==> src/dbdc_pkg.sv <==
`default_nettype none
package dbdc_pkg;

    localparam int ADDR_WIDTH = 8;
    localparam int DATA_WIDTH = 8;

    // Register offsets
    localparam logic [7:0] OFFSET_PIN_TO_DSP_ENABLE = 8'h31;
    localparam logic [7:0] OFFSET_DSP_BOOT_SELECT   = 8'h32;
    localparam logic [7:0] OFFSET_DSP_INTERRUPT_REQ = 8'h33;
    localparam logic [7:0] OFFSET_MEM_READ_DECRYPT  = 8'h34;
    localparam logic [7:0] OFFSET_DECRYPT_RESET     = 8'h35;

    // Field positions
    localparam int POS_PIN2_TO_DSP_ENABLE   = 6;
    localparam int POS_PIN0_TO_DSP_ENABLE   = 4;
    localparam int POS_PIN1_TO_DSP_ENABLE   = 3;
    localparam int POS_BOOT_SOURCE          = 1;
    localparam int POS_COEFFICIENT_SOURCE   = 0;
    localparam int POS_HOST_TO_DSP_INT      = 0;
    localparam int POS_MEMORY_READ_ENABLE   = 3;
    localparam int POS_DECRYPTION_DISABLE   = 2;
    localparam int POS_CRC_SEED_SELECT      = 0;
    localparam int POS_DECRYPTION_RESET     = 0;

    // Reset values
    localparam logic [7:0] RESET_PIN_TO_DSP_ENABLE = 8'h00;
    localparam logic [7:0] RESET_DSP_BOOT_SELECT   = 8'h00;
    localparam logic [7:0] RESET_MEM_READ_DECRYPT  = 8'h00;

    // Writable bit masks
    localparam logic [7:0] MASK_PIN_TO_DSP_ENABLE = 8'hff;
    localparam logic [7:0] MASK_DSP_BOOT_SELECT   = 8'hff;
    localparam logic [7:0] MASK_MEM_READ_DECRYPT  = 8'hff;

    // Seeds for the CRC based decryption
    localparam logic [7:0] CRC_SEED_0 = 8'ha5;
    localparam logic [7:0] CRC_SEED_1 = 8'hb6;
    localparam logic [7:0] CRC_SEED_2 = 8'h94;
    localparam logic [7:0] CRC_SEED_3 = 8'he2;

    // CRC-8 polynomial used by the download scrambler
    localparam logic [7:0] CRC_POLY = 8'h07;

    typedef struct packed {
        logic [ADDR_WIDTH-1:0] addr;
        logic [DATA_WIDTH-1:0] wdata;
        logic                  write;
        logic                  read;
    } dbdc_bus_req_type;

    typedef struct packed {
        logic       pin2ToDspEnable;
        logic       pin0ToDspEnable;
        logic       pin1ToDspEnable;
        logic       bootFromRam;
        logic       useDefaultCoefficients;
        logic       memoryReadEnable;
        logic       decryptionDisable;
        logic [1:0] crcSeedSelect;
    } dbdc_ctrl_type;

    function automatic logic [7:0] seed_of(input logic [1:0] sel);
        unique case (sel)
            2'b00: seed_of = CRC_SEED_0;
            2'b01: seed_of = CRC_SEED_1;
            2'b10: seed_of = CRC_SEED_2;
            2'b11: seed_of = CRC_SEED_3;
        endcase
    endfunction

endpackage
`default_nettype wire

==> src/dbdc_top.sv <==
// How it works
// - Bit 6 of the pin-to-DSP enable register passes general pin 2 to the DSP port bus, else blocks it; resets 0.
// - Bit 4 of the pin-to-DSP enable register passes general pin 0 to the DSP port bus, else withholds it; resets 0.
// - Boot-source bit 1 set boots the DSP from instruction RAM, clear (reset) boots from instruction ROM.
// - Coefficient-source bit 0 set selects default coefficients from coefficient ROM, clear selects downloaded ones.
// - Writing 1 to the host-to-DSP interrupt bit raises a request held until the DSP acknowledges; writing 0 does nothing.
// - With memory-read enable bit 3 clear (reset) reads of instruction RAM, instruction ROM and coefficient ROM give zero.
// - Downloaded instruction RAM content is decrypted while decryption-disable bit 2 is clear, stored raw when set.
// - The two-bit seed select picks the CRC seed: 00 A5h, 01 B6h, 10 94h, 11 E2h; resets 00.
// - Writing 1 to the decryption-reset bit resets the decryption block and reloads the selected seed, then self-clears.
//
// The strobed register port is this design's own decision.
`timescale 1ns/10ps
`default_nettype none
module dbdc_top #(
    parameter int MEM_WIDTH = 32
) (
    input  wire logic                            sys_clk,
    input  wire logic                            reset_n,
    input  wire logic [dbdc_pkg::ADDR_WIDTH-1:0] regAddr,
    input  wire logic [dbdc_pkg::DATA_WIDTH-1:0] regWriteData,
    input  wire logic                            regWrite,
    input  wire logic                            regRead,
    output logic      [dbdc_pkg::DATA_WIDTH-1:0] regReadData,
    input  wire logic                            generalPin0,
    input  wire logic                            generalPin1,
    input  wire logic                            generalPin2,
    output logic      [2:0]                      dspInputPort,
    output logic                                 bootFromInstructionRam,
    output logic                                 useCoefficientRom,
    output logic                                 hostToDspInterrupt,
    input  wire logic                            dspInterruptAck,
    input  wire logic                            downloadValid,
    input  wire logic [7:0]                      downloadData,
    output logic                                 ramWriteValid,
    output logic      [7:0]                      ramWriteData,
    input  wire logic [MEM_WIDTH-1:0]            instructionRamData,
    input  wire logic [MEM_WIDTH-1:0]            instructionRomData,
    input  wire logic [MEM_WIDTH-1:0]            coefficientRomData,
    output logic      [MEM_WIDTH-1:0]            instructionRamRead,
    output logic      [MEM_WIDTH-1:0]            instructionRomRead,
    output logic      [MEM_WIDTH-1:0]            coefficientRomRead
);
    import dbdc_pkg::*;

    dbdc_bus_req_type busReq;
    dbdc_ctrl_type    ctrl;
    logic [7:0]       pinEnableReg;
    logic [7:0]       bootSelectReg;
    logic [7:0]       memControlReg;
    logic             interruptPending;
    logic             decryptReset;
    logic [7:0]       crcState;
    logic [7:0]       next_readData;

    assign busReq = '{addr: regAddr, wdata: regWriteData, write: regWrite, read: regRead};

    function automatic logic hit(input dbdc_bus_req_type r, input logic [7:0] offset);
        hit = r.write && (r.addr == offset);
    endfunction

    // Plain read/write control registers
    always_ff @(posedge sys_clk or negedge reset_n) begin
        if (!reset_n) begin
            pinEnableReg  <= RESET_PIN_TO_DSP_ENABLE;
            bootSelectReg <= RESET_DSP_BOOT_SELECT;
            memControlReg <= RESET_MEM_READ_DECRYPT;
        end else begin
            if (hit(busReq, OFFSET_PIN_TO_DSP_ENABLE)) begin
                pinEnableReg <= busReq.wdata & MASK_PIN_TO_DSP_ENABLE;
            end
            if (hit(busReq, OFFSET_DSP_BOOT_SELECT)) begin
                bootSelectReg <= busReq.wdata & MASK_DSP_BOOT_SELECT;
            end
            if (hit(busReq, OFFSET_MEM_READ_DECRYPT)) begin
                memControlReg <= busReq.wdata & MASK_MEM_READ_DECRYPT;
            end
        end
    end

    always_comb begin
        ctrl.pin2ToDspEnable        = pinEnableReg[POS_PIN2_TO_DSP_ENABLE];
        ctrl.pin0ToDspEnable        = pinEnableReg[POS_PIN0_TO_DSP_ENABLE];
        ctrl.pin1ToDspEnable        = pinEnableReg[POS_PIN1_TO_DSP_ENABLE];
        ctrl.bootFromRam            = bootSelectReg[POS_BOOT_SOURCE];
        ctrl.useDefaultCoefficients = bootSelectReg[POS_COEFFICIENT_SOURCE];
        ctrl.memoryReadEnable       = memControlReg[POS_MEMORY_READ_ENABLE];
        ctrl.decryptionDisable      = memControlReg[POS_DECRYPTION_DISABLE];
        ctrl.crcSeedSelect          = memControlReg[POS_CRC_SEED_SELECT +: 2];
    end

    // Host-to-DSP interrupt; a new write of 1 wins over an acknowledge
    always_ff @(posedge sys_clk or negedge reset_n) begin
        if (!reset_n) begin
            interruptPending <= 1'b0;
        end else if (hit(busReq, OFFSET_DSP_INTERRUPT_REQ) && busReq.wdata[POS_HOST_TO_DSP_INT]) begin
            interruptPending <= 1'b1;
        end else if (dspInterruptAck) begin
            interruptPending <= 1'b0;
        end
    end

    // Self-clearing one-cycle decryption reset pulse
    always_ff @(posedge sys_clk or negedge reset_n) begin
        if (!reset_n) begin
            decryptReset <= 1'b0;
        end else begin
            decryptReset <= hit(busReq, OFFSET_DECRYPT_RESET) && busReq.wdata[POS_DECRYPTION_RESET];
        end
    end

    // Outputs toward the DSP, all from flip-flops
    always_ff @(posedge sys_clk or negedge reset_n) begin
        if (!reset_n) begin
            dspInputPort           <= 3'h0;
            bootFromInstructionRam <= 1'b0;
            useCoefficientRom      <= 1'b0;
            hostToDspInterrupt     <= 1'b0;
        end else begin
            dspInputPort[2]        <= generalPin2 & ctrl.pin2ToDspEnable;
            dspInputPort[1]        <= generalPin1 & ctrl.pin1ToDspEnable;
            dspInputPort[0]        <= generalPin0 & ctrl.pin0ToDspEnable;
            bootFromInstructionRam <= ctrl.bootFromRam;
            useCoefficientRom      <= ctrl.useDefaultCoefficients;
            hostToDspInterrupt     <= interruptPending;
        end
    end

    // Register read mux
    always_comb begin
        next_readData = 8'h00;
        unique case (busReq.addr)
            OFFSET_PIN_TO_DSP_ENABLE: next_readData = pinEnableReg;
            OFFSET_DSP_BOOT_SELECT:   next_readData = bootSelectReg;
            OFFSET_DSP_INTERRUPT_REQ: next_readData = {7'h00, interruptPending};
            OFFSET_MEM_READ_DECRYPT:  next_readData = memControlReg;
            OFFSET_DECRYPT_RESET:     next_readData = 8'h00;
            default:                  next_readData = 8'h00;
        endcase
    end

    always_ff @(posedge sys_clk or negedge reset_n) begin
        if (!reset_n) begin
            regReadData <= 8'h00;
        end else begin
            regReadData <= busReq.read ? next_readData : 8'h00;
        end
    end

    dbdc_decrypt u_decrypt (
        .sys_clk           (sys_clk),
        .reset_n           (reset_n),
        .decryptReset      (decryptReset),
        .crcSeedSelect     (ctrl.crcSeedSelect),
        .decryptionDisable (ctrl.decryptionDisable),
        .inValid           (downloadValid),
        .inData            (downloadData),
        .outValid          (ramWriteValid),
        .outData           (ramWriteData),
        .crcState          (crcState)
    );

    dbdc_mem_gate #(
        .WIDTH (MEM_WIDTH)
    ) u_mem_gate (
        .sys_clk      (sys_clk),
        .reset_n      (reset_n),
        .readEnable   (ctrl.memoryReadEnable),
        .ramData      (instructionRamData),
        .romData      (instructionRomData),
        .coefRomData  (coefficientRomData),
        .ramGated     (instructionRamRead),
        .romGated     (instructionRomRead),
        .coefRomGated (coefficientRomRead)
    );

    // Checks
    property p_pin2_gate;
        @(posedge sys_clk) disable iff (!reset_n)
        ##1 dspInputPort[2] == ($past(generalPin2) & $past(pinEnableReg[POS_PIN2_TO_DSP_ENABLE]));
    endproperty
    a_pin2_gate: assert property (p_pin2_gate) else $error("Pin 2 gate wrong");

    property p_pin0_gate;
        @(posedge sys_clk) disable iff (!reset_n)
        !pinEnableReg[POS_PIN0_TO_DSP_ENABLE] |=> !dspInputPort[0];
    endproperty
    a_pin0_gate: assert property (p_pin0_gate) else $error("Pin 0 not withheld");

    property p_boot_source;
        @(posedge sys_clk) disable iff (!reset_n)
        hit(busReq, OFFSET_DSP_BOOT_SELECT) |=> ##1 bootFromInstructionRam == $past(busReq.wdata[POS_BOOT_SOURCE], 2);
    endproperty
    a_boot_source: assert property (p_boot_source) else $error("Boot source wrong");

    property p_coef_source;
        @(posedge sys_clk) disable iff (!reset_n)
        hit(busReq, OFFSET_DSP_BOOT_SELECT) |=> ##1 useCoefficientRom == $past(busReq.wdata[0], 2);
    endproperty
    a_coef_source: assert property (p_coef_source) else $error("Coefficient source wrong");

    property p_int_hold;
        @(posedge sys_clk) disable iff (!reset_n)
        interruptPending && !dspInterruptAck |=> interruptPending;
    endproperty
    a_int_hold: assert property (p_int_hold) else $error("Interrupt dropped before acknowledge");

    property p_int_set;
        @(posedge sys_clk) disable iff (!reset_n)
        hit(busReq, OFFSET_DSP_INTERRUPT_REQ) && busReq.wdata[0] |=> interruptPending ##1 hostToDspInterrupt;
    endproperty
    a_int_set: assert property (p_int_set) else $error("Interrupt not raised");

    property p_read_block;
        @(posedge sys_clk) disable iff (!reset_n)
        !ctrl.memoryReadEnable |=> instructionRamRead == '0 && coefficientRomRead == '0;
    endproperty
    a_read_block: assert property (p_read_block) else $error("Memory read not blocked");

    property p_decrypt_on;
        @(posedge sys_clk) disable iff (!reset_n)
        downloadValid && !decryptReset && !ctrl.decryptionDisable
            |=> ramWriteValid && ramWriteData == ($past(downloadData) ^ $past(crcState));
    endproperty
    a_decrypt_on: assert property (p_decrypt_on) else $error("Download not decrypted");

    property p_seed;
        @(posedge sys_clk) disable iff (!reset_n)
        decryptReset |=> crcState == seed_of($past(ctrl.crcSeedSelect));
    endproperty
    a_seed: assert property (p_seed) else $error("Wrong seed loaded");

    property p_reset_pulse;
        @(posedge sys_clk) disable iff (!reset_n)
        hit(busReq, OFFSET_DECRYPT_RESET) && busReq.wdata[0] |=> decryptReset ##1 !decryptReset;
    endproperty
    a_reset_pulse: assert property (p_reset_pulse) else $error("Decrypt reset not one cycle");

    property p_crc_hold;
        @(posedge sys_clk) disable iff (!reset_n)
        !decryptReset && !(downloadValid && !ctrl.decryptionDisable) |=> $stable(crcState);
    endproperty
    a_crc_hold: assert property (p_crc_hold) else $error("CRC state moved");

    property p_raw;
        @(posedge sys_clk) disable iff (!reset_n)
        downloadValid && !decryptReset && ctrl.decryptionDisable
            |=> ramWriteValid && ramWriteData == $past(downloadData);
    endproperty
    a_raw: assert property (p_raw) else $error("Raw byte altered");

    property p_pin0_pass;
        @(posedge sys_clk) disable iff (!reset_n)
        generalPin0 && ctrl.pin0ToDspEnable |=> dspInputPort[0];
    endproperty
    a_pin0_pass: assert property (p_pin0_pass) else $error("Pin 0 not passed");

    property p_boot_hold;
        @(posedge sys_clk) disable iff (!reset_n)
        !hit(busReq, OFFSET_DSP_BOOT_SELECT) |=> ##1 $stable(bootFromInstructionRam);
    endproperty
    a_boot_hold: assert property (p_boot_hold) else $error("Boot source moved");

    property p_int_ignore;
        @(posedge sys_clk) disable iff (!reset_n)
        hit(busReq, OFFSET_DSP_INTERRUPT_REQ) && !busReq.wdata[POS_HOST_TO_DSP_INT]
            && !interruptPending |=> !interruptPending;
    endproperty
    a_int_ignore: assert property (p_int_ignore) else $error("Write of 0 raised");

    property p_int_clear;
        @(posedge sys_clk) disable iff (!reset_n)
        dspInterruptAck && !hit(busReq, OFFSET_DSP_INTERRUPT_REQ) |=> !interruptPending;
    endproperty
    a_int_clear: assert property (p_int_clear) else $error("Ack did not clear");

    property p_rom_block;
        @(posedge sys_clk) disable iff (!reset_n)
        !ctrl.memoryReadEnable |=> instructionRomRead == '0;
    endproperty
    a_rom_block: assert property (p_rom_block) else $error("ROM read not blocked");

    property p_read_pass;
        @(posedge sys_clk) disable iff (!reset_n)
        ctrl.memoryReadEnable |=> instructionRamRead == $past(instructionRamData);
    endproperty
    a_read_pass: assert property (p_read_pass) else $error("RAM read not passed");

    property p_rst_read;
        @(posedge sys_clk) disable iff (!reset_n)
        busReq.read && busReq.addr == OFFSET_DECRYPT_RESET |=> regReadData == 8'h00;
    endproperty
    a_rst_read: assert property (p_rst_read) else $error("Reset bit read 1");

    property p_drop;
        @(posedge sys_clk) disable iff (!reset_n)
        decryptReset |=> !ramWriteValid;
    endproperty
    a_drop: assert property (p_drop) else $error("Byte kept in reset");

    c_int_ack: cover property (@(posedge sys_clk) disable iff (!reset_n) interruptPending ##1 !interruptPending);
    c_decrypt: cover property (@(posedge sys_clk) disable iff (!reset_n) decryptReset ##[1:4] ramWriteValid);
    c_boot_ram: cover property (@(posedge sys_clk) disable iff (!reset_n) bootFromInstructionRam);
endmodule
`default_nettype wire

==> src/dbdc_decrypt.sv <==
`timescale 1ns/10ps
`default_nettype none
module dbdc_decrypt (
    input  wire logic       sys_clk,
    input  wire logic       reset_n,
    input  wire logic       decryptReset,
    input  wire logic [1:0] crcSeedSelect,
    input  wire logic       decryptionDisable,
    input  wire logic       inValid,
    input  wire logic [7:0] inData,
    output logic            outValid,
    output logic      [7:0] outData,
    output logic      [7:0] crcState
);
    import dbdc_pkg::*;

    function automatic logic [7:0] crc_step(input logic [7:0] crc, input logic [7:0] d);
        logic [7:0] c;
        c = crc ^ d;
        for (int i = 0; i < 8; i++) begin
            c = c[7] ? ((c << 1) ^ CRC_POLY) : (c << 1);
        end
        crc_step = c;
    endfunction

    // Reset wins over a byte in the same cycle
    always_ff @(posedge sys_clk or negedge reset_n) begin
        if (!reset_n) begin
            crcState <= CRC_SEED_0;
        end else if (decryptReset) begin
            crcState <= seed_of(crcSeedSelect);
        end else if (inValid && !decryptionDisable) begin
            crcState <= crc_step(crcState, inData);
        end
    end

    always_ff @(posedge sys_clk or negedge reset_n) begin
        if (!reset_n) begin
            outValid <= 1'b0;
            outData  <= 8'h00;
        end else begin
            outValid <= inValid && !decryptReset;
            outData  <= decryptionDisable ? inData : (inData ^ crcState);
        end
    end
endmodule
`default_nettype wire

==> src/dbdc_mem_gate.sv <==
`timescale 1ns/10ps
`default_nettype none
module dbdc_mem_gate #(
    parameter int WIDTH = 32
) (
    input  wire logic             sys_clk,
    input  wire logic             reset_n,
    input  wire logic             readEnable,
    input  wire logic [WIDTH-1:0] ramData,
    input  wire logic [WIDTH-1:0] romData,
    input  wire logic [WIDTH-1:0] coefRomData,
    output logic      [WIDTH-1:0] ramGated,
    output logic      [WIDTH-1:0] romGated,
    output logic      [WIDTH-1:0] coefRomGated
);
    import dbdc_pkg::*;

    // Registered so the gated read data leave from flip-flops
    always_ff @(posedge sys_clk or negedge reset_n) begin
        if (!reset_n) begin
            ramGated     <= '0;
            romGated     <= '0;
            coefRomGated <= '0;
        end else begin
            ramGated     <= readEnable ? ramData : '0;
            romGated     <= readEnable ? romData : '0;
            coefRomGated <= readEnable ? coefRomData : '0;
        end
    end
endmodule
`default_nettype wire

==> config.mk <==
export PLATFORM = sky130hd
export DESIGN_NAME = dbdc_top
export DESIGN_NICKNAME = d
export VERILOG_FILES = /design/src/dbdc_pkg.sv /design/src/dbdc_top.sv /design/src/dbdc_decrypt.sv /design/src/dbdc_mem_gate.sv
export SDC_FILE = /design/constraint.sdc
export NUM_CORES = 1
export LEC_CHECK = 0
export ABC_AREA = 1
export ABC_CLOCK_PERIOD_IN_PS = 1300
export BUFFER_PORTS_ARGS = -buffer_cell sky130_fd_sc_hd__clkbuf_2
export CORE_ASPECT_RATIO = 0.6
export CORE_MARGIN = 2
export CORE_UTILIZATION = 44
export DETAILED_ROUTE_END_ITERATION = 12
export HOLD_SLACK_MARGIN = 0.12
export PLACE_DENSITY_LB_ADDON = 0.2
export SLEW_MARGIN = 20
export SYNTH_ARGS = -nofsm -noshare
export SYNTH_HDL_FRONTEND = slang
export SYNTH_HIERARCHICAL = 1
export SYNTH_SLANG_ARGS = --single-unit
==> constraint.sdc <==
create_clock -name sys_clk -period 1.3 [get_ports sys_clk]
set_input_delay 0.065 -clock sys_clk [delete_from_list [all_inputs] [get_ports sys_clk]]
set_output_delay 0.065 -clock sys_clk [all_outputs]
set_load 0.03 [all_outputs]
==> impl_results.rst, run 1 <==
.. list-table::
   :header-rows: 1

   * - Metric
     - Value
   * - First-pass iteration count of the detailed router
     - 5
   * - I/O pin cnt
     - 248
   * - Power density of the placed cells
     - 1354 nW/µm²
   * - Die H
     - 96.25 µm
   * - Core Util, Final
     - 0.7176
   * - Area occupied by registers
     - 3839 µm²
   * - Total length of routed wires
     - 17.21 mm
   * - Transition time of the tightest slew-check pin
     - 0.4739 ns
   * - Share of synthesized registers carrying an async set or reset
     - 1.000
   * - Post-route total power
     - 13.36 mW
   * - Standard-cell rows
     - 33
   * - Classification of the worst-slack hold path
     - primary input to async pin
   * - Number of storage elements in the synthesis netlist
     - 153
   * - Leakage
     - 6.119 nW
   * - Status
     - complete, but fails checks
   * - Minimum clock period after layout
     - 1.343 ns
   * - Warnings from Yosys
     - 6
   * - Number of buffers inserted during clock tree synthesis
     - 17
   * - Synthesis-to-layout area growth
     - 58.10%
   * - Number of nets in the final layout
     - 1208
   * - Detail Route Antenna Nets
     - 0
   * - All-layer global routing usage
     - 0.2218
   * - Detailed-route via count
     - 5613
   * - Average size of a mapped cell
     - 9.287 µm²
   * - Relative max-transition margin
     - 0.6840
   * - DIE AREA
     - 15180 µm²
   * - Max-capacitance violation count
     - 0
   * - Share of the cycle needed by the critical path after routing
     - 1.033
   * - Max Fanout on Critical Path
     - 5
   * - Antenna violations before repair
     - 0
   * - Clock tree from TritonCTS
     - yes
   * - Unique cell type count in the Yosys netlist
     - 32
   * - Post-DP HPWL
     - 10.75 mm
   * - Total congestion overflow after global routing
     - 0
   * - Average routed wire per standard cell
     - 13.45 µm
   * - Top cells by instance count after synthesis
     - sky130_fd_sc_hd__nand2_1, sky130_fd_sc_hd__dfrtp_1, sky130_fd_sc_hd__inv_1
   * - Required time at the worst-slack endpoint
     - 1.65 ns
   * - Netlist Area Pre-Place
     - 6241 µm²
   * - Arrival time of data at the critical path endpoint
     - 1.69 ns
   * - Category of the most critical setup path
     - register to register
   * - Number of hold-slack violations in the final timing report
     - 0
   * - RePlAce Congestion
     - 0.7850
   * - Net count of the mapped netlist
     - 806
   * - Root cell of the clock tree
     - sky130_fd_sc_hd__clkbuf_16
   * - Count of buffers from port buffering
     - 247
   * - Placeable core region
     - 13750 µm²
   * - Diode insertion count for antenna repair
     - 0
   * - Post-synthesis cell type with the largest combined area
     - sky130_fd_sc_hd__dfrtp_1
   * - Starting density of the core
     - 0.4539
   * - Max Fclk
     - 0.7449 GHz
   * - Multi-input gate area
     - 1903 µm²
   * - Most frequent cell after synthesis
     - sky130_fd_sc_hd__nand2_1
   * - Die boundary width
     - 157.8 µm
   * - Post-route clock skew
     - 0.01326 ns
   * - Final setup slack of the worst path
     - -0.04254 ns
   * - Proportion of synthesized chip area in sequential cells
     - 0.6143
   * - Vias in the first global route
     - 5461
   * - Kind of start point of the critical path
     - register
   * - Register-to-register setup slack
     - -0.04 ns
   * - H-tree lvl count
     - 4
   * - Remaining DRCs
     - 0
   * - Violated checks
     - setup timing
   * - Main synth FF type
     - sky130_fd_sc_hd__dfrtp_1
   * - Share of the synthesized area in the top cell type
     - 0.5974
   * - Maximum number of pins on one net before global-route repair
     - 53
   * - Setup-violating endpoint count in the final report
     - 1
   * - Number of enable flip-flop cells after synthesis
     - 0
   * - Critical path capture point type
     - register
   * - Max IR drop VDD
     - 783.6 µV
   * - Ratio of cells with drive above 1 in the final layout
     - 0.3597
   * - Synth Instances
     - 672
   * - Detailed router's first-iteration violation count
     - 302
   * - Buffers from clock root to sink, at most
     - 2
   * - Detail-routed via count per cell
     - 4.389
   * - Worst-skew pair later-pin latency
     - 0.41 ns
   * - Clock input transition at the sequential cells of the worst setup and hold paths
     - 0.07 ns
   * - First-pass GRT wire length
     - 25.98 mm
   * - Clk sink count
     - 153
   * - Top cells by area in the synthesized netlist
     - sky130_fd_sc_hd__dfrtp_1, sky130_fd_sc_hd__nand2_1, sky130_fd_sc_hd__inv_1
   * - RSZ-0062 raised after global routing
     - true
   * - Fillcell total
     - 1048
   * - Fin. max-slew vios
     - 0
## cells by family (layout without fill, tap and decap cells)
| family | count (synthesis) | after routing | share of synthesized area |
|---|---|---|---|
| buffers and inverters | 159 | 572 | 0.1079 |
| adder cells (fa/ha/maj) | 5 | 5 | 0.01002 |
| AND/OR/NAND/NOR | 310 | 312 | 0.2175 |
| XOR/XNOR | 14 | 14 | 0.02326 |
| flip-flops | 153 | 153 | 0.6143 |
| AO/OA/AOI/OAI | 31 | 31 | 0.02706 |
## where the power goes
group | total [mW] | switching [mW] | internal (mW)
clock network | 4.65 | 2.13 | 2.53
registers | 5.44 | 0.265 | 5.17
logic | 3.27 | 1.88 | 1.39
total | 13.4 | 4.27 | 9.09
## metrics by stage
| stage | instance area (µm²) | worst slack [ns] | cells | hold WS (ns) | TNS, ns |
|---|---|---|---|---|---|
| final | 9867 | -0.04254 | 1279 | 0.1481 | -0.04254 |
| after CTS | 9642 | -0.005677 | 1269 | 0.1268 | -0.008658 |
| after global placement | 7804 | -0.009841 | 1111 | 0.01724 | -0.009841 |
| after floorplan | 6241 | 0.07431 | 672 | -0.2306 | 0 |
| after detailed placement | 7804 | -0.03224 | 1111 | 0.01598 | -0.06393 |
| after global routing | 9867 | -0.1209 | 1279 | 0.1576 | -0.2639 |
## path summary, 6_finish.rpt
check | startpoint | endpoint | cells after the start
setup / recovery | u_decrypt/crcState[5]$_DFFE_PN1P_ | u_decrypt/crcState[6]$_DFFE_PN0P_ | 5
hold / removal | reset_n | u_mem_gate/ramGated[24]$_DFF_PN0_ | 2
setup reg to reg | u_decrypt/crcState[5]$_DFFE_PN1P_ | u_decrypt/crcState[6]$_DFFE_PN0P_ | 5
hold reg to reg | interruptPending$_DFFE_PN0P_ | hostToDspInterrupt$_DFF_PN0_ | 0
max in group asynchronous | reset_n | u_decrypt/crcState[2]$_DFFE_PN1P_ | 3
min in group sys_clk | regAddr[2] | pinEnableReg[1]$_DFFE_PN0P_ | 6
## flip-flops by register name, indices dropped and copies added, names as in the netlist
name and flops:
u_decrypt/outValid 1, interruptPending 1, regReadData 8, u_decrypt/crcState 8
dspInputPort 3, pinEnableReg 8, u_mem_gate/romGated 32, u_mem_gate/coefRomGated 32
u_mem_gate/ramGated 32, useCoefficientRom 1, memControlReg 8, u_decrypt/outData 8
bootFromInstructionRam 1, bootSelectReg 8, decryptReset 1, hostToDspInterrupt 1
## layer usage
layer  GRT usage  share of wire  vias to the layer above  wire length, µm
li1            -              -                     2759                -
met1      0.2865           0.42                     2642             7274
met2      0.3717           0.49                      182             8509
met3     0.04908          0.066                       30             1142
met4     0.08106          0.016                        0              282
met5           0              0                        -                0
## layout by cell type, fill, tap and decap left out, types with 2 or more instances in the layout
master	count
sky130_fd_sc_hd__inv_1	126
sky130_fd_sc_hd__clkbuf_16	17
sky130_fd_sc_hd__inv_8	2
sky130_fd_sc_hd__xor2_1	5
sky130_fd_sc_hd__nand3_1	24
sky130_fd_sc_hd__nor2_4	8
sky130_fd_sc_hd__inv_6	7
sky130_fd_sc_hd__nand2_2	33
sky130_fd_sc_hd__dfrtp_1	147
sky130_fd_sc_hd__clkinv_4	2
sky130_fd_sc_hd__nand2_1	217
sky130_fd_sc_hd__buf_6	2
sky130_fd_sc_hd__o21ai_1	7
sky130_fd_sc_hd__ha_1	5
sky130_fd_sc_hd__buf_12	7
sky130_fd_sc_hd__nand3_2	3
sky130_fd_sc_hd__xnor2_1	3
sky130_fd_sc_hd__buf_4	18
sky130_fd_sc_hd__dfstp_2	4
sky130_fd_sc_hd__dlygate4sd3_1	123
sky130_fd_sc_hd__nor2_1	15
sky130_fd_sc_hd__clkinvlp_4	3
sky130_fd_sc_hd__nand2_4	4
sky130_fd_sc_hd__dlymetal6s4s_1	2
sky130_fd_sc_hd__o21ai_2	4
sky130_fd_sc_hd__o21ai_0	18
sky130_fd_sc_hd__xnor2_4	3
sky130_fd_sc_hd__nor2_8	3
sky130_fd_sc_hd__xnor2_2	2
sky130_fd_sc_hd__inv_2	15
sky130_fd_sc_hd__clkbuf_2	244
## final cells by class
cell class,instances,share of cell area
clock buffers,18,0.04349
clock inverters,14,0.01331
repair buffers,397,0.2818
multi-input cells,362,0.1929
well taps,192,0.02435
inverters,143,0.05516
flip-flops and latches,153,0.3890
## worst max-delay path: stages, from the launching register on
cell	delay, ns
sky130_fd_sc_hd__dfstp_2	0.58
sky130_fd_sc_hd__xnor2_4	0.17
sky130_fd_sc_hd__xor2_1	0.20
sky130_fd_sc_hd__xor2_1	0.17
sky130_fd_sc_hd__nand2_1	0.09
sky130_fd_sc_hd__nand2_1	0.06
## what timing repair did
| item | in CTS | in global routing |
|---|---|---|
| cloned | 0 | 2 |
| hold endpoints to repair | 293 | 1 |
| buffers inserted | 0 | 11 |
| pin swaps | 3 | 17 |
| hold buffers | 126 | 2 |
| setup endpoints to repair | 3 | 31 |
| gates resized for setup | 3 | 47 |
Power figures use the tool's default switching activity.
==> inputs of run 2 (changes only) <==
--- a/config.mk
+++ b/config.mk
@@ -6,11 +6,11 @@
 export NUM_CORES = 1
 export LEC_CHECK = 0
 export ABC_AREA = 1
-export ABC_CLOCK_PERIOD_IN_PS = 1300
+export ABC_CLOCK_PERIOD_IN_PS = 1600
 export BUFFER_PORTS_ARGS = -buffer_cell sky130_fd_sc_hd__clkbuf_2
 export CORE_ASPECT_RATIO = 0.6
 export CORE_MARGIN = 2
-export CORE_UTILIZATION = 44
+export CORE_UTILIZATION = 52
 export DETAILED_ROUTE_END_ITERATION = 12
 export HOLD_SLACK_MARGIN = 0.12
 export PLACE_DENSITY_LB_ADDON = 0.2
==> constraint.sdc (replaced) <==
create_clock -name sys_clk -period 1.6 [get_ports sys_clk]
set_input_delay 0.08 -clock sys_clk [delete_from_list [all_inputs] [get_ports sys_clk]]
set_output_delay 0.08 -clock sys_clk [all_outputs]
set_load 0.03 [all_outputs]
==> run 2 against run 1 <==
  * The run now ends clean
  * Setup slack improved by 0.10 ns
  * Register-to-register slack improved by 0.16 ns
  * Count of clock-buffer cells in the layout unchanged
  * Clock skew decreased by 0.0037 ns
  * Cell area decreased by 3.3%
  * Largest power group unchanged
  * Sequential share of layout area increased by 1.3 points
  * Critical endpoint is now interruptPending$_DFFE_PN0P_
  * Largest cell class unchanged
==> impl_results.rst, run 2 (synthesis results as in run 1) <==
.. list-table::
   :header-rows: 1

   * - Metric
     - Value
   * - Largest registers
     - u_mem_gate/coefRomGated (32), u_mem_gate/ramGated (32), u_mem_gate/romGated (32)
   * - Detail Route Antenna Nets
     - 0
   * - Final setup TNS
     - 0 ns
   * - Average routed wire per standard cell
     - 15.31 µm
   * - Remaining DRCs
     - 0
   * - Ratio of cells with drive above 1 in the final layout
     - 0.3243
   * - Worst Hold Slack
     - 0.1422 ns
   * - Synthesis-to-layout area growth
     - 52.93%
   * - Arrival time of data at the critical path endpoint
     - 1.88 ns
   * - Final setup slack of the worst path
     - 0.05970 ns
   * - Transition time of the tightest slew-check pin
     - 0.4800 ns
   * - Most common cell after layout, fill and taps aside
     - sky130_fd_sc_hd__clkbuf_2
   * - Total congestion overflow after global routing
     - 0
   * - Placeable core region
     - 11490 µm²
   * - Final Cell Area
     - 9544 µm²
   * - DP Area
     - 7696 µm²
   * - Leakage
     - 5.997 nW
   * - Category of the most critical setup path
     - primary input to register
   * - Buffers from clock root to sink, at most
     - 2
   * - Power density of the placed cells
     - 1114 nW/µm²
   * - DIE AREA
     - 12920 µm²
   * - Kind of start point of the critical path
     - primary input
   * - Classification of the worst-slack hold path
     - primary input to register
   * - Root cell of the clock tree
     - sky130_fd_sc_hd__clkbuf_16
   * - Post-CTS setup buffer count
     - 0
   * - Share of the cycle needed by the critical path after routing
     - 0.9627
   * - Clock tree from TritonCTS
     - yes
   * - Hold path start
     - regAddr[7]
   * - CP startpoint
     - regAddr[6]
   * - Fin. max-slew vios
     - 0
   * - Clk sink count
     - 153
   * - First-pass iteration count of the detailed router
     - 6
   * - Clock input transition at the sequential cells of the worst setup and hold paths
     - 0.07 ns
   * - Max IR drop VDD
     - 860.3 µV
   * - Critical path capture point type
     - register
   * - Detail-routed via count per cell
     - 4.658
   * - Count of buffers from port buffering
     - 247
   * - Die boundary width
     - 145.4 µm
   * - Detailed router's first-iteration violation count
     - 410
   * - Max Fanout on Critical Path
     - 7
   * - Post-route clock skew
     - 0.009524 ns
   * - Total length of routed wires
     - 18.93 mm
   * - Max-capacitance violation count
     - 0
   * - Number of hold-slack violations in the final timing report
     - 0
   * - Commonest cells after routing, fill and taps aside
     - sky130_fd_sc_hd__clkbuf_2, sky130_fd_sc_hd__nand2_1, sky130_fd_sc_hd__dfrtp_1
   * - H-tree lvl count
     - 4
   * - Status
     - finished clean
   * - Die H
     - 88.86 µm
   * - Relative max-transition margin
     - 0.6800
   * - I/O pin cnt
     - 248
   * - Required time at the worst-slack endpoint
     - 1.94 ns
   * - Minimum clock period after layout
     - 1.540 ns
   * - Worst reg2reg path startpoint
     - u_decrypt/crcState[7]$_DFFE_PN1P_
   * - Vias in the first global route
     - 5868
   * - All-layer global routing usage
     - 0.2994
   * - Layout Cells excl Fill
     - 1236
   * - Maximum number of pins on one net before global-route repair
     - 51
   * - Max Fclk
     - 0.6492 GHz
   * - Antenna violations before repair
     - 2
   * - Standard-cell rows
     - 30
   * - Dpl cells
     - 1075
   * - Post-DP HPWL
     - 11.25 mm
   * - Number of buffers inserted during clock tree synthesis
     - 17
   * - Starting density of the core
     - 0.5434
   * - RePlAce Congestion
     - 0.8566
   * - Post-place setup slack
     - 0.2398 ns
   * - Number of nets in the final layout
     - 1194
   * - Detailed-route via count
     - 5757
   * - First-pass GRT wire length
     - 29.69 mm
   * - Worst-skew pair later-pin latency
     - 0.41 ns
   * - Setup-violating endpoint count in the final report
     - 0
run 2: changes by cell type in the layout (fill, tap and decap cells not counted), moves of 4 or more:
cell,before,now
sky130_fd_sc_hd__buf_4,18,8
sky130_fd_sc_hd__nand2_1,217,238
sky130_fd_sc_hd__nand2_2,33,15
sky130_fd_sc_hd__nor2_4,8,4
sky130_fd_sc_hd__o21ai_0,18,25
sky130_fd_sc_hd__o21ai_1,7,1
run 2: critical path, stage by stage:
cell	delay, ns
sky130_fd_sc_hd__dlygate4sd3_1	0.53
sky130_fd_sc_hd__clkbuf_2	0.13
sky130_fd_sc_hd__nor2_4	0.10
sky130_fd_sc_hd__nand2_4	0.14
sky130_fd_sc_hd__nor2_2	0.17
sky130_fd_sc_hd__nand3_1	0.09
sky130_fd_sc_hd__o21ai_0	0.07
sky130_fd_sc_hd__dlygate4sd3_1	0.56
run 2: layout make-up:
cell class	count	area [µm²]
tap	160	200.2
inverter	143	541.8
antenna	3	7.507
fill	644	1942
sequential	153	3837
clock inverter	14	137.6
multi-input combinational	360	1737
timing repair buffer	385	2644
clock buffer	18	439.2
run 2: worst paths after layout:
kind,to,slack [ns],depth (start not counted)
setup / recovery,interruptPending$_DFFE_PN0P_,0.06,8
hold / removal,decryptReset$_DFF_PN0_,0.14,4
setup reg to reg,u_decrypt/crcState[2]$_DFFE_PN1P_,0.12,11
hold reg to reg,useCoefficientRom$_DFF_PN0_,0.41,0
max in group asynchronous,u_mem_gate/ramGated[31]$_DFF_PN0_,0.83,3
min in group asynchronous,u_mem_gate/coefRomGated[1]$_DFF_PN0_,0.18,2
run 2: what timing repair did:
action	in CTS	in global routing
endpoints found under the setup margin	0	1
endpoints found under the hold margin	296	0
resized for setup	0	1
hold buffers	126	0
run 2: power by group:
group / internal, mW / switching [mW] / total (mW)
Clock: 2.22 / 1.66 / 3.88
Combinational: 0.915 / 1.43 / 2.35
Sequential: 4.20 / 0.204 / 4.41
Total: 7.34 / 3.29 / 10.6
run 2: per-layer routing:
metal / track usage / up-vias / part of all wire
li1: - / 2744 / -
met1: 0.3742 / 2706 / 0.40
met2: 0.5162 / 257 / 0.51
met3: 0.07629 / 50 / 0.064
met4: 0.1176 / 0 / 0.030
met5: 0 / - / 0
run 2: metrics by stage:
stage	util	power (mW)
floorplan	-	5.792
global placement	0.6700	6.434
detailed placement	0.6700	6.478
CTS	0.8301	10.58
global route	0.8307	11.12
finish	0.8309	10.63
